--- src/rtl/epp_defines.svh ---
// Register indices, field positions, mode codes and timing figures of the
// parallel port cycle engine. Included by the top module only.
// How it works
// Newer-protocol read holds the bus transfer waiting until the byte is ready.
// Handshake low at strobe: finish the read when the handshake rises.
// Handshake high at start: wait for it low before touching marker or strobe.
// Newer read floats the port bus, clears write marker, then strobes with direction in.
// Peripheral drives the byte, then raises the handshake.
// On handshake high the byte is captured and the strobe is released.
// Captured byte is returned with the finishing ready answer.
// Peripheral then floats the bus and drops the handshake.
// Outside cycles the pins follow the control register and direction bit.
// Older-protocol cycle over 10 us is aborted and status bit 0 set.
// Software clears control bits 0, 1, 3 and sets direction before older cycles.
// Older write waits while the handshake is low, finishes when high.
// Older write drives the byte, then the matching data or address strobe.
// Older write ends with ready answer, strobe released, byte held on bus.
// In older mode the direction bit drives the write marker and bus float.
// Older read waits for handshake high or time-out, whichever first.
// Older read ends with ready answer and read byte, strobe released.
// Peripheral interrupt passes through uninverted, rising-edge active.
// Peripheral raises the handshake on completion, lowers it when ready.
// Strobes and write marker are all active low.
// Active-low peripheral reset output returns the peripheral to its start mode.
// Address port at index 3, data ports at 4 to 7, enhanced modes only.
// Newer-mode watchdog times 10 us to handshake high, aborts, sets status bit 0.
// Watchdog is a clock-cycle counter whose limit derives from the clock rate.
// Abort releases strobes, answers ready and returns to control-register pins.
`ifndef EPP_DEFINES_SVH
`define EPP_DEFINES_SVH

`define IDX_DATA      6'h00
`define IDX_STATUS    6'h01
`define IDX_CTRL      6'h02
`define IDX_EPP_ADDR  6'h03
`define IDX_EPP_D0    6'h04
`define IDX_EPP_D3    6'h07
`define IDX_MODE      6'h08

`define ST_TOUT       0
`define ST_FAULT      3
`define ST_ONLINE     4
`define ST_MEDIA      5
`define ST_ACK        6
`define ST_NBUSY      7

`define CT_STROBE     0
`define CT_LFEED      1
`define CT_INIT       2
`define CT_SELIN      3
`define CT_IRQE       4
`define CT_PCD        5
`define CTRL_RST      6'h00

`define MODE_SPP      2'h0
`define MODE_NEW      2'h1
`define MODE_OLD      2'h2

`define TOUT_NS       10000
`define CLK_NS        100
`define TOUT_CYC      (`TOUT_NS / `CLK_NS)

`endif

--- src/rtl/epp_pkg.sv ---
// Types of the parallel port cycle engine: controller states and the
// complete register state of the top module.
// Assumes nothing beyond a SystemVerilog compiler.
package epp_pkg;

  typedef enum logic [1:0] {
    ST_IDLE  = 2'b00,
    ST_WLOW  = 2'b01,
    ST_STRB  = 2'b10
  } fsm_t;

  typedef struct packed {
    fsm_t        fsm;
    logic [15:0] cnt;
    logic        cyc_wr;
    logic        cyc_addr;
    logic        cyc_old;
    logic [7:0]  data;
    logic [7:0]  addr;
    logic [5:0]  ctrl;
    logic [1:0]  mode;
    logic        tout;
    logic        irq_prev;
    logic        pready;
    logic        pslverr;
    logic [31:0] prdata;
    logic        dstb_n;
    logic        astb_n;
    logic        wr_n;
    logic        dir;
    logic [7:0]  bus_o;
    logic        bus_oe_n;
    logic        strobe_n;
    logic        lfeed_n;
    logic        init_n;
    logic        selin_n;
    logic        irq;
  } state_t;

endpackage : epp_pkg

--- src/rtl/epp_cycle_engine.sv ---
// Parallel port cycle engine: an APB slave whose enhanced-port accesses
// become interlocked byte cycles on the parallel port bus.
// Assumes one 10 MHz clock, APB master on the host side and an external
// enhanced-port peripheral whose inputs are synchronous to mclk.
`timescale 1ns/100ps
`include "epp_defines.svh"

module epp_cycle_engine #(
  parameter int TOUT_CYCLES = `TOUT_CYC
) (
  input  wire logic        mclk,
  input  wire logic        sys_rst,
  input  wire logic        psel,
  input  wire logic        penable,
  input  wire logic        pwrite,
  input  wire logic [7:0]  paddr,
  input  wire logic [31:0] pwdata,
  output logic             pready,
  output logic [31:0]      prdata,
  output logic             pslverr,
  input  wire logic [7:0]  port_bus_in,
  output logic [7:0]       port_bus_out,
  output logic             port_bus_oe_n,
  output logic             data_strobe_n,
  output logic             addr_strobe_n,
  output logic             write_cycle_marker_n,
  output logic             bus_direction_flag,
  output logic             strobe_n,
  output logic             line_feed_ctl_n,
  output logic             select_in_n,
  output logic             peripheral_reset_n,
  input  wire logic        peripheral_ready_handshake,
  input  wire logic        peripheral_irq,
  input  wire logic        fault_in_n,
  input  wire logic        media_exhausted,
  input  wire logic        device_online,
  output logic             irq_out
);
  import epp_pkg::*;

  // The watchdog counter is 16 bits wide and must run for at least one cycle.
  if (TOUT_CYCLES < 1 || TOUT_CYCLES > 65535) begin : g_tout_chk
    $error("TOUT_CYCLES must lie between 1 and 65535.");
  end

  localparam logic [15:0] TOUT_LIM = 16'(TOUT_CYCLES);

  state_t q;
  state_t d;

  logic [5:0] idx;
  logic       access;
  logic       is_epp;
  logic [7:0] status;

  assign idx    = paddr[7:2];
  assign access = psel & penable & ~q.pready & (q.fsm == ST_IDLE);
  assign is_epp = (idx >= `IDX_EPP_ADDR) && (idx <= `IDX_EPP_D3) && (q.mode != `MODE_SPP);

  always_comb begin
    status = 8'h00;
    status[`ST_TOUT]   = q.tout;
    status[`ST_FAULT]  = fault_in_n;
    status[`ST_ONLINE] = device_online;
    status[`ST_MEDIA]  = media_exhausted;
    status[`ST_ACK]    = peripheral_irq;
    status[`ST_NBUSY]  = ~peripheral_ready_handshake;
  end

  // ****************************************************************
  // Next-state logic.
  // ****************************************************************
  always_comb begin
    d          = q;
    d.pready   = 1'b0;
    d.pslverr  = 1'b0;
    d.irq_prev = peripheral_irq;

    case (q.fsm)
      ST_IDLE: begin
        d.cnt = 16'h0000;
        if (access && is_epp) begin
          d.cyc_wr   = pwrite;
          d.cyc_addr = (idx == `IDX_EPP_ADDR);
          d.cyc_old  = (q.mode == `MODE_OLD);
          if (pwrite) begin
            if (idx == `IDX_EPP_ADDR) begin
              d.addr = pwdata[7:0];
            end else begin
              d.data = pwdata[7:0];
            end
          end
          if (q.mode == `MODE_NEW && peripheral_ready_handshake) begin
            d.fsm = ST_WLOW;
          end else begin
            d.fsm = ST_STRB;
          end
        end else if (access) begin
          d.pready = 1'b1;
          d.prdata = 32'h0000_0000;
          case (idx)
            `IDX_DATA: begin
              if (pwrite) begin
                d.data  = pwdata[7:0];
                d.bus_o = pwdata[7:0];
              end
              d.prdata[7:0] = (q.ctrl[`CT_PCD] && q.mode != `MODE_SPP) ? port_bus_in : q.data;
            end
            `IDX_STATUS: begin
              d.prdata[7:0] = status;
            end
            `IDX_CTRL: begin
              if (pwrite) begin
                d.ctrl = pwdata[5:0];
              end
              d.prdata[5:0] = q.ctrl;
            end
            `IDX_MODE: begin
              if (pwrite) begin
                d.mode = pwdata[1:0];
              end
              d.prdata[1:0] = q.mode;
            end
            default: begin
              if (!(idx >= `IDX_EPP_ADDR && idx <= `IDX_EPP_D3)) begin
                d.pslverr = 1'b1;
              end else begin
                d.prdata[7:0] = (idx == `IDX_EPP_ADDR) ? q.addr : q.data;
              end
            end
          endcase
        end
      end
      ST_WLOW: begin
        d.cnt = q.cnt + 16'h0001;
        if (!peripheral_ready_handshake) begin
          d.fsm = ST_STRB;
        end else if (q.cnt >= TOUT_LIM) begin
          d.fsm    = ST_IDLE;
          d.tout   = 1'b1;
          d.pready = 1'b1;
          d.prdata = {24'h00_0000, port_bus_in};
        end
      end
      ST_STRB: begin
        d.cnt = q.cnt + 16'h0001;
        if (peripheral_ready_handshake && q.cnt != 16'h0000) begin
          d.fsm    = ST_IDLE;
          d.pready = 1'b1;
          d.prdata = 32'h0000_0000;
          if (!q.cyc_wr) begin
            d.prdata[7:0] = port_bus_in;
            if (q.cyc_addr) begin
              d.addr = port_bus_in;
            end else begin
              d.data  = port_bus_in;
              d.bus_o = port_bus_in;
            end
          end
        end else if (q.cnt >= TOUT_LIM) begin
          d.fsm    = ST_IDLE;
          d.tout   = 1'b1;
          d.pready = 1'b1;
          d.prdata = {24'h00_0000, port_bus_in};
        end
      end
      default: begin
        d.fsm = ST_IDLE;
      end
    endcase

    // Software clears the time-out flag by writing 1; a new time-out wins.
    if (access && pwrite && idx == `IDX_STATUS && pwdata[`ST_TOUT] &&
        !(q.fsm != ST_IDLE && d.tout && !q.tout)) begin
      d.tout = 1'b0;
    end

    // ****************************************************************
    // Pin drive, from the state being entered.
    // ****************************************************************
    d.strobe_n = ~d.ctrl[`CT_STROBE];
    d.lfeed_n  = ~d.ctrl[`CT_LFEED];
    d.selin_n  = ~d.ctrl[`CT_SELIN];
    d.init_n   = d.ctrl[`CT_INIT];
    // The bus latch keeps the last byte written, address or data, or the last data byte read, until the next cycle.
    d.irq      = peripheral_irq & d.ctrl[`CT_IRQE];
    if (d.fsm == ST_STRB) begin
      d.dstb_n = d.cyc_addr;
      d.astb_n = ~d.cyc_addr;
      if (d.cyc_old) begin
        d.wr_n     = d.ctrl[`CT_PCD];
        d.bus_oe_n = d.ctrl[`CT_PCD];
        d.dir      = d.ctrl[`CT_PCD];
      end else begin
        d.wr_n     = ~d.cyc_wr;
        d.bus_oe_n = ~d.cyc_wr;
        d.dir      = ~d.cyc_wr;
      end
      d.bus_o = (d.cyc_wr && d.cyc_addr) ? d.addr : d.data;
    end else if (d.fsm == ST_WLOW) begin
      d.dstb_n   = 1'b1;
      d.astb_n   = 1'b1;
      d.wr_n     = q.wr_n;
      d.bus_oe_n = q.bus_oe_n;
      d.dir      = q.dir;
      d.bus_o    = q.bus_o;
    end else begin
      d.dstb_n   = ~d.ctrl[`CT_LFEED];
      d.astb_n   = ~d.ctrl[`CT_SELIN];
      d.dir      = d.ctrl[`CT_PCD] && d.mode != `MODE_SPP;
      d.bus_oe_n = d.dir;
      if (d.mode == `MODE_OLD) begin
        d.wr_n = d.ctrl[`CT_PCD];
      end else begin
        d.wr_n = ~d.ctrl[`CT_STROBE];
      end
    end
  end

  // ****************************************************************
  // State register.
  // ****************************************************************
  always_ff @(posedge mclk or posedge sys_rst) begin
    if (sys_rst) begin
      q          <= '0;
      q.fsm      <= ST_IDLE;
      q.ctrl     <= `CTRL_RST;
      q.mode     <= `MODE_SPP;
      q.dstb_n   <= 1'b1;
      q.astb_n   <= 1'b1;
      q.wr_n     <= 1'b1;
      q.strobe_n <= 1'b1;
      q.lfeed_n  <= 1'b1;
      q.selin_n  <= 1'b1;
      q.init_n   <= 1'b0;
    end else begin
      q <= d;
    end
  end

  assign pready               = q.pready;
  assign prdata               = q.prdata;
  assign pslverr              = q.pslverr;
  assign port_bus_out         = q.bus_o;
  assign port_bus_oe_n        = q.bus_oe_n;
  assign data_strobe_n        = q.dstb_n;
  assign addr_strobe_n        = q.astb_n;
  assign write_cycle_marker_n = q.wr_n;
  assign bus_direction_flag   = q.dir;
  assign strobe_n             = q.strobe_n;
  assign line_feed_ctl_n      = q.lfeed_n;
  assign select_in_n          = q.selin_n;
  assign peripheral_reset_n   = q.init_n;
  assign irq_out              = q.irq;

endmodule : epp_cycle_engine

--- config.mk ---
export PLATFORM = sky130hd
export DESIGN_NAME = epp_cycle_engine
export DESIGN_NICKNAME = d
export VERILOG_FILES = /design/src/rtl/epp_pkg.sv /design/src/rtl/epp_cycle_engine.sv
export VERILOG_INCLUDE_DIRS = /design/src /design/src/rtl
export SDC_FILE = /design/constraint.sdc
export NUM_CORES = 1
export LEC_CHECK = 0
export BUFFER_PORTS_ARGS = -buffer_cell sky130_fd_sc_hd__buf_4
export CAP_MARGIN = 20
export CORE_MARGIN = 2
export CORE_UTILIZATION = 45
export CTS_BUF_LIST = sky130_fd_sc_hd__clkbuf_8
export CTS_CLUSTER_SIZE = 16
export DETAILED_ROUTE_END_ITERATION = 8
export HOLD_SLACK_MARGIN = 0.06
export PLACE_DENSITY = 0.67
export SETUP_SLACK_MARGIN = 0.4
export SKIP_CTS_REPAIR_TIMING = 1
export SLEW_MARGIN = 20
export SYNTH_ARGS = -nofsm -noshare
export SYNTH_HDL_FRONTEND = slang
export SYNTH_SLANG_ARGS = --single-unit
--- constraint.sdc ---
create_clock -name mclk -period 7.5 [get_ports mclk]
set_input_delay 0 -clock mclk [delete_from_list [all_inputs] [get_ports mclk]]
set_output_delay 0 -clock mclk [all_outputs]
set_load 0.01 [all_outputs]
After elaboration in Yosys (flattened, before gate mapping)
Cells that the tools add are included.
{ "classes": {"addsub": 1, "magnitude_cmp": 3, "n_eq_ne": 22, "mux": 70, "bitwise_logic": 11, "n_reduce_logical": 30} }
{ "op_table": {"columns": ["operator", "n"], "rows": [
  ["8-bit 2-to-1 mux", 25],
  ["32-bit 2-to-1 mux", 3],
  ["32-bit case mux with 3 select lines", 1],
  ["34-bit 2-to-1 mux", 2],
  ["16-bit case mux with 2 select lines", 2],
  ["16-bit 2-to-1 mux", 3],
  ["16-bit by 1-bit adder with 16-bit output (second input constant)", 1],
  ["16-bit by 7-bit >= comparator with 1-bit output (second input constant)", 1],
  ["2-bit 2-to-1 mux", 8],
  ["4-bit case mux with 4 select lines", 1],
  ["8-bit case mux with 2 select lines", 1],
  ["16-bit nonzero test", 1],
  ["1-bit logical AND", 14],
  ["1-bit 2-to-1 mux", 13],
  ["13-bit 2-to-1 mux", 1],
  ["6-bit by 2-bit == test with 1-bit output (second input constant)", 2],
  ["6-bit 2-to-1 mux", 2],
  ["2-bit case mux with 3 select lines", 2],
  ["3-bit by 2-bit != test with 1-bit output (second input constant)", 3],
  ["3-bit != test (second input constant)", 3],
  ["9-bit AND reduction", 1],
  ["2-bit == test (second input constant)", 4],
  ["2-bit != test (second input constant)", 4],
  ["2-bit case mux with 4 select lines", 1],
  ["other kinds (20)", 38]
]} }
{ "word_totals": {"register_bits": 98, "input_bits": 58, "out_inout_bits": 52, "wordCells": 161} }

Longest topological paths before layout
{ "depth": {"ltp_word": 10, "depth_mapped": 11, "ltp_nobuf": 9} }

Worst setup path before layout
No wires, ideal clock.
{ "synth_path": {"path_type": "flip-flop to flip-flop", "startpoint": "register q[97] (netlist bit)", "endpoint": "register q, in the netlist port_bus_out[0]", "setup_ps": 124, "arrival_time_ps": 2682, "required_ps": 7376, "setup_slack_ps": 4694, "stages_incl_launch_ff": 11, "path_buffers": 1, "synth_period_minus_slack_ps": 2806, "path_cell_list": "dfrtp_1 -> inv_1 -> ha_1 -> buf_2 -> nand4b_1 -> nor4_4 -> mux2_2 -> a22oi_1 -> o211ai_2 -> a31o_1 -> o31a_1"} }
{ "synth_rtl": {"columns": ["item", "line_no", "rtl"], "rows": [
  ["start: declaration", "epp_cycle_engine.sv:48", "state_t q;"]
]} }

Final worst setup path
{ "layout_path": {"startpoint": "register q[98] (netlist bit)", "endpoint": "register q, in the netlist port_bus_out[2]"} }
{ "layout_via": {"elab_chain_len": 8, "word_cells_on_any_way": 33, "classes_between": "12 x eq/ne; 15 x mux; 1 x bitwise; 5 x reduce/logical"} }
{ "layout_lines": {"columns": ["item", "line_no", "rtl"], "rows": [
  ["2-bit zero test", "epp_cycle_engine.sv:57, epp_cycle_engine.sv:79", null],
  ["1-bit bitwise AND", "epp_cycle_engine.sv:57", "assign access = psel & penable & ~q.pready & (q.fsm == ST_IDLE);"],
  ["1-bit logical AND", "epp_cycle_engine.sv:82", "if (access && is_epp) begin"],
  ["2-bit 2-to-1 mux / 3-bit 2-to-1 mux (equally long branches)", "epp_cycle_engine.sv:82", null],
  ["2-bit case mux with 3 select lines / 3-bit 2-to-1 mux (equally long branches)", "epp_cycle_engine.sv:79", "case (q.fsm)"],
  ["2-bit == test, or another cell as far along", "epp_cycle_engine.sv:187", "if (d.fsm == ST_STRB) begin"],
  ["3-bit != test (no line), or another cell as far along", null, null],
  ["9-bit AND reduction (no line) / 13-bit 2-to-1 mux (equally long branches)", null, null]
]} }
Several ways; a longest one is shown, not always the timed one. The select of a mux whose other input is x is not followed.
A chain may end at the register's enable or synchronous reset.

==> impl_metrics.prom <==
# TYPE chip_impl_metric gauge
chip_impl_metric{name="drt_pre_antenna_iters",unit=""} 7
chip_impl_metric{name="avgRoutedWirePerCell",unit="um"} 20.0
chip_impl_metric{name="antenna_cells",unit=""} 0
chip_impl_metric{name="reg_to_reg_setup_timing_slack",unit="ps"} 4020
chip_impl_info{name="cts.root.buffer_cell",value="sky130_fd_sc_hd__clkbuf_8"} 1
chip_impl_metric{name="synth.top_cell.area_share",unit=""} 0.376
chip_impl_metric{name="timing.critical_path.required",unit="ps"} 7830
chip_impl_metric{name="synth_cell_types",unit=""} 80
chip_impl_metric{name="postSynthAreaPerCell",unit="um2"} 9.75
chip_impl_metric{name="cts_buffer_depth",unit=""} 2
chip_impl_metric{name="maxClockFrequency",unit="MHz"} 288
chip_impl_metric{name="post_route_hold_slack",unit="ps"} 39.4
chip_impl_metric{name="cp_data_arrival_time",unit="ps"} 3810
chip_impl_metric{name="via_count",unit=""} 5190
chip_impl_metric{name="final_layout_size_suffix_gt1_frac",unit=""} 0.228
chip_impl_metric{name="grt_first_pass_wirelength",unit="um"} 26900
chip_impl_metric{name="timing_max_transition_violations_final",unit=""} 0
chip_impl_metric{name="netlist_area",unit="um2"} 6050
chip_impl_metric{name="max_cap_viol_count",unit=""} 0
chip_impl_metric{name="floorplan.initialDensity",unit=""} 0.459
chip_impl_metric{name="clkLatencyLatePin",unit="ps"} 380
chip_impl_metric{name="totalPowerFinal",unit="mW"} 1.78
chip_impl_info{name="hold_class",value="input pin to register"} 1
chip_impl_metric{name="power.share.switching",unit=""} 0.404
chip_impl_metric{name="synthesized_area_fraction_occupied_by_ao_oa_aoi_and_oai_cells",unit=""} 0.216
chip_impl_info{name="register_containing_the_most_flip_flops_in_the_final_layout",value="q"} 1
chip_impl_info{name="synth_top_family_by_area",value="compound AO/OA/AOI/OAI gates"} 1
chip_impl_metric{name="synth-simple-area-share",unit=""} 0.179
chip_impl_metric{name="global_route.usage.total",unit=""} 0.238
chip_impl_metric{name="p_clk_frac",unit=""} 0.191
chip_impl_metric{name="fp.dieArea",unit="um2"} 14400
chip_impl_info{name="rsz0062_at_grt",value="no"} 1
chip_impl_metric{name="grt_start_max_net_pins",unit=""} 70
chip_impl_metric{name="period_share",unit=""} 0.464
chip_impl_metric{name="critPathMaxFanout",unit=""} 15
chip_impl_metric{name="p_leak",unit="nW"} 3.12
chip_impl_info{name="reg2reg_from",value="q[98]$_DFF_PP0_"} 1
chip_impl_metric{name="asyncSetResetFlopFracSynth",unit=""} 1.00
chip_impl_info{name="crit_path_end",value="port_bus_out[2]$_DFFE_PP0P_"} 1
chip_impl_info{name="netlist.top_cell.by_area",value="sky130_fd_sc_hd__dfrtp_1"} 1
chip_impl_info{name="criticalPathCategory",value="register to register"} 1
chip_impl_metric{name="first_iter_violations",unit=""} 491
chip_impl_metric{name="synth.yosys.warnings",unit=""} 0
chip_impl_metric{name="postRouteAntennaNets",unit=""} 0
chip_impl_metric{name="power.net_switching",unit="uW"} 720
chip_impl_metric{name="worst_skew",unit="ps"} 13.2
chip_impl_info{name="top_library_cells_by_usage_in_the_layout_fill_and_taps_aside",value="sky130_fd_sc_hd__dfrtp_1 (91), sky130_fd_sc_hd__buf_4 (88), sky130_fd_sc_hd__nand2_1 (57)"} 1
chip_impl_metric{name="power.combinational.fraction",unit=""} 0.409
chip_impl_metric{name="synth_enable_flop_cells",unit=""} 0
chip_impl_metric{name="max-slew-margin-rel",unit=""} 0.367
chip_impl_info{name="critical_path.endpoint_type",value="register"} 1
chip_impl_metric{name="post_synth_mux_area_share",unit=""} 0.0930
chip_impl_metric{name="drt-vias-per-instance",unit=""} 6.10
chip_impl_metric{name="syn2layout_area_growth",unit="%"} 13.9
chip_impl_metric{name="die_width",unit="um"} 120
chip_impl_metric{name="cts.sink_count",unit=""} 97
chip_impl_info{name="synth_top_cells_by_area",value="sky130_fd_sc_hd__dfrtp_1 (38%), sky130_fd_sc_hd__buf_4 (5.1%), sky130_fd_sc_hd__mux2i_1 (4.5%)"} 1
chip_impl_metric{name="die_h",unit="um"} 120
chip_impl_metric{name="rr_worst_depth",unit=""} 9
chip_impl_metric{name="portBuffers",unit=""} 83
chip_impl_metric{name="min_period",unit="ps"} 3480
chip_impl_metric{name="synth.ff_latch_count",unit=""} 97
chip_impl_metric{name="gp_congestion",unit=""} 0.962
chip_impl_metric{name="hpwl",unit="um"} 12300
chip_impl_info{name="crit_path_start_kind",value="register"} 1
chip_impl_info{name="worstSetupStartpoint",value="q[98]$_DFF_PP0_"} 1
chip_impl_metric{name="synthesis.instances",unit=""} 621
chip_impl_metric{name="vdd_ir_drop_max",unit="uV"} 122
chip_impl_metric{name="route.detailed.drc",unit=""} 0
chip_impl_metric{name="grt_antenna_before_repair",unit=""} 0
chip_impl_metric{name="seq_area_frac_synth",unit=""} 0.402
chip_impl_info{name="run_status",value="complete, no violations"} 1
chip_impl_metric{name="synth_xor_area_frac",unit=""} 0.0130
chip_impl_metric{name="clk_pin_slew_worst_paths",unit="ps"} 100
chip_impl_metric{name="pwr_density_cell",unit="nW/um2"} 259
chip_impl_metric{name="setup-violations-final",unit=""} 0
chip_impl_metric{name="intPower",unit="mW"} 1.06
chip_impl_metric{name="largest_reg_flops",unit=""} 46
chip_impl_metric{name="max_slew.worst_pin.slew",unit="ps"} 947
chip_impl_metric{name="clock_tree.htree_level_count",unit=""} 3
chip_impl_info{name="tritoncts",value="done"} 1
chip_impl_info{name="synth_flop_cell",value="sky130_fd_sc_hd__dfrtp_1"} 1
chip_impl_metric{name="postSynthNetCount",unit=""} 686
chip_impl_metric{name="final-hold-violation-count",unit=""} 0
chip_impl_metric{name="drt-total-wl",unit="um"} 17000
chip_impl_metric{name="pwr-share-seq",unit=""} 0.400
chip_impl_metric{name="fin_nets",unit=""} 735
chip_impl_metric{name="top_level_ports",unit=""} 110
chip_impl_info{name="rr_endpoint",value="port_bus_out[2]$_DFFE_PP0P_"} 1
chip_impl_metric{name="global_route.overflow_total",unit=""} 0
chip_impl_metric{name="first_global_vias",unit=""} 4999
chip_impl_metric{name="fp.coreArea",unit="um2"} 13200
chip_impl_metric{name="fill_cells",unit=""} 1200
chip_impl_metric{name="synth_fa_ha_area_frac",unit=""} 0.0145
chip_impl_metric{name="cts_buffers",unit=""} 9
chip_impl_metric{name="final.setup.tns",unit="ps"} 0
chip_impl_info{name="mostFrequentLayoutCell",value="sky130_fd_sc_hd__dfrtp_1"} 1
chip_impl_metric{name="rows",unit=""} 42
[per-layer routing]
metal / up-vias / track usage / part of all wire
li1: 2353 / - / -
met1: 2577 / 0.336 / 0.45
met2: 227 / 0.357 / 0.45
met3: 33 / 0.0428 / 0.076
met4: 0 / 0.108 / 0.023
met5: - / 0 / 0
[critical path: stages (launching register included)]
cell and delay, ps:
sky130_fd_sc_hd__dfrtp_1 480, sky130_fd_sc_hd__inv_1 130, sky130_fd_sc_hd__ha_1 190, sky130_fd_sc_hd__and4b_1 500
sky130_fd_sc_hd__nand4_1 450, sky130_fd_sc_hd__a221o_1 520, sky130_fd_sc_hd__o31ai_4 120, sky130_fd_sc_hd__nand3_2 390
sky130_fd_sc_hd__o31ai_1 420, sky130_fd_sc_hd__mux2_2 210
[power by group through the flow]
stage          logic, mW  registers [mW]  clock network [mW]
2_1_floorplan      0.533           0.693                   0
3_3_place_gp       0.693           0.710                   0
5_1_grt            0.798           0.721               0.369
3_5_place_dp       0.711           0.717                   0
6_report           0.730           0.713               0.341
4_1_cts            0.717           0.708               0.350
[cells in the mapped netlist, types with 7 or more instances]
library cell / n
sky130_fd_sc_hd__buf_2: 11
sky130_fd_sc_hd__ha_1: 7
sky130_fd_sc_hd__mux2i_1: 27
sky130_fd_sc_hd__a21oi_1: 14
sky130_fd_sc_hd__a31oi_1: 7
sky130_fd_sc_hd__a22o_1: 9
sky130_fd_sc_hd__nor3_1: 9
sky130_fd_sc_hd__mux2_2: 23
sky130_fd_sc_hd__nor2_1: 38
sky130_fd_sc_hd__o21ai_0: 24
sky130_fd_sc_hd__nand3_1: 13
sky130_fd_sc_hd__and2_1: 34
sky130_fd_sc_hd__buf_4: 41
sky130_fd_sc_hd__nor2b_1: 8
sky130_fd_sc_hd__xor2_1: 8
sky130_fd_sc_hd__a211oi_1: 7
sky130_fd_sc_hd__inv_1: 20
sky130_fd_sc_hd__dfrtp_1: 91
sky130_fd_sc_hd__o211ai_1: 13
sky130_fd_sc_hd__nand2_1: 57
sky130_fd_sc_hd__nand4_1: 9
sky130_fd_sc_hd__clkbuf_1: 16
[cell type report]
type	instances	area, um2	area share
clock inverter	6	50.0	0.00726
timing repair buffer	107	851	0.123
sequential	97	2430	0.353
inverter	20	77.6	0.0112
clock buffer	10	138	0.0200
tap	176	220	0.0319
multi-input combinational	435	3130	0.453
[how the worst min path moves through the flow]
stage	startpoint	to	slack (ps)	cells after the start
floorplan	pwdata[1]	line_feed_ctl_n$_DFF_PP1_	70	1
global placement	sys_rst	port_bus_out[2]$_DFFE_PP0P_	7	2
detailed placement	sys_rst	port_bus_out[2]$_DFFE_PP0P_	20	2
CTS	sys_rst	port_bus_out[2]$_DFFE_PP0P_	-410	2
global route	port_bus_in[7]	q[69]$_DFF_PP0_	70	3
finish	port_bus_in[7]	q[77]$_DFF_PP0_	40	3
[through the flow]
step	cell area, um2	setup WS, ps	std cells	utilization
finish	6900	4020	851	0.523
global route	6900	3890	851	0.523
CTS	6700	4130	832	0.508
detailed placement	6510	4150	816	0.494
global placement	6510	4170	816	0.494
floorplan	6050	4690	621	-
[cells by family (layout without fill, tap and decap cells)]
| family | after synthesis | in the layout |
|---|---|---|
| compound gates | 165 | 165 |
| xor+xnor | 9 | 9 |
| fa+ha+maj | 7 | 7 |
| buf+inv | 89 | 143 |
| flops | 97 | 97 |
| mux | 53 | 53 |
| simple gates | 201 | 201 |
Power figures use the tool's default switching activity.
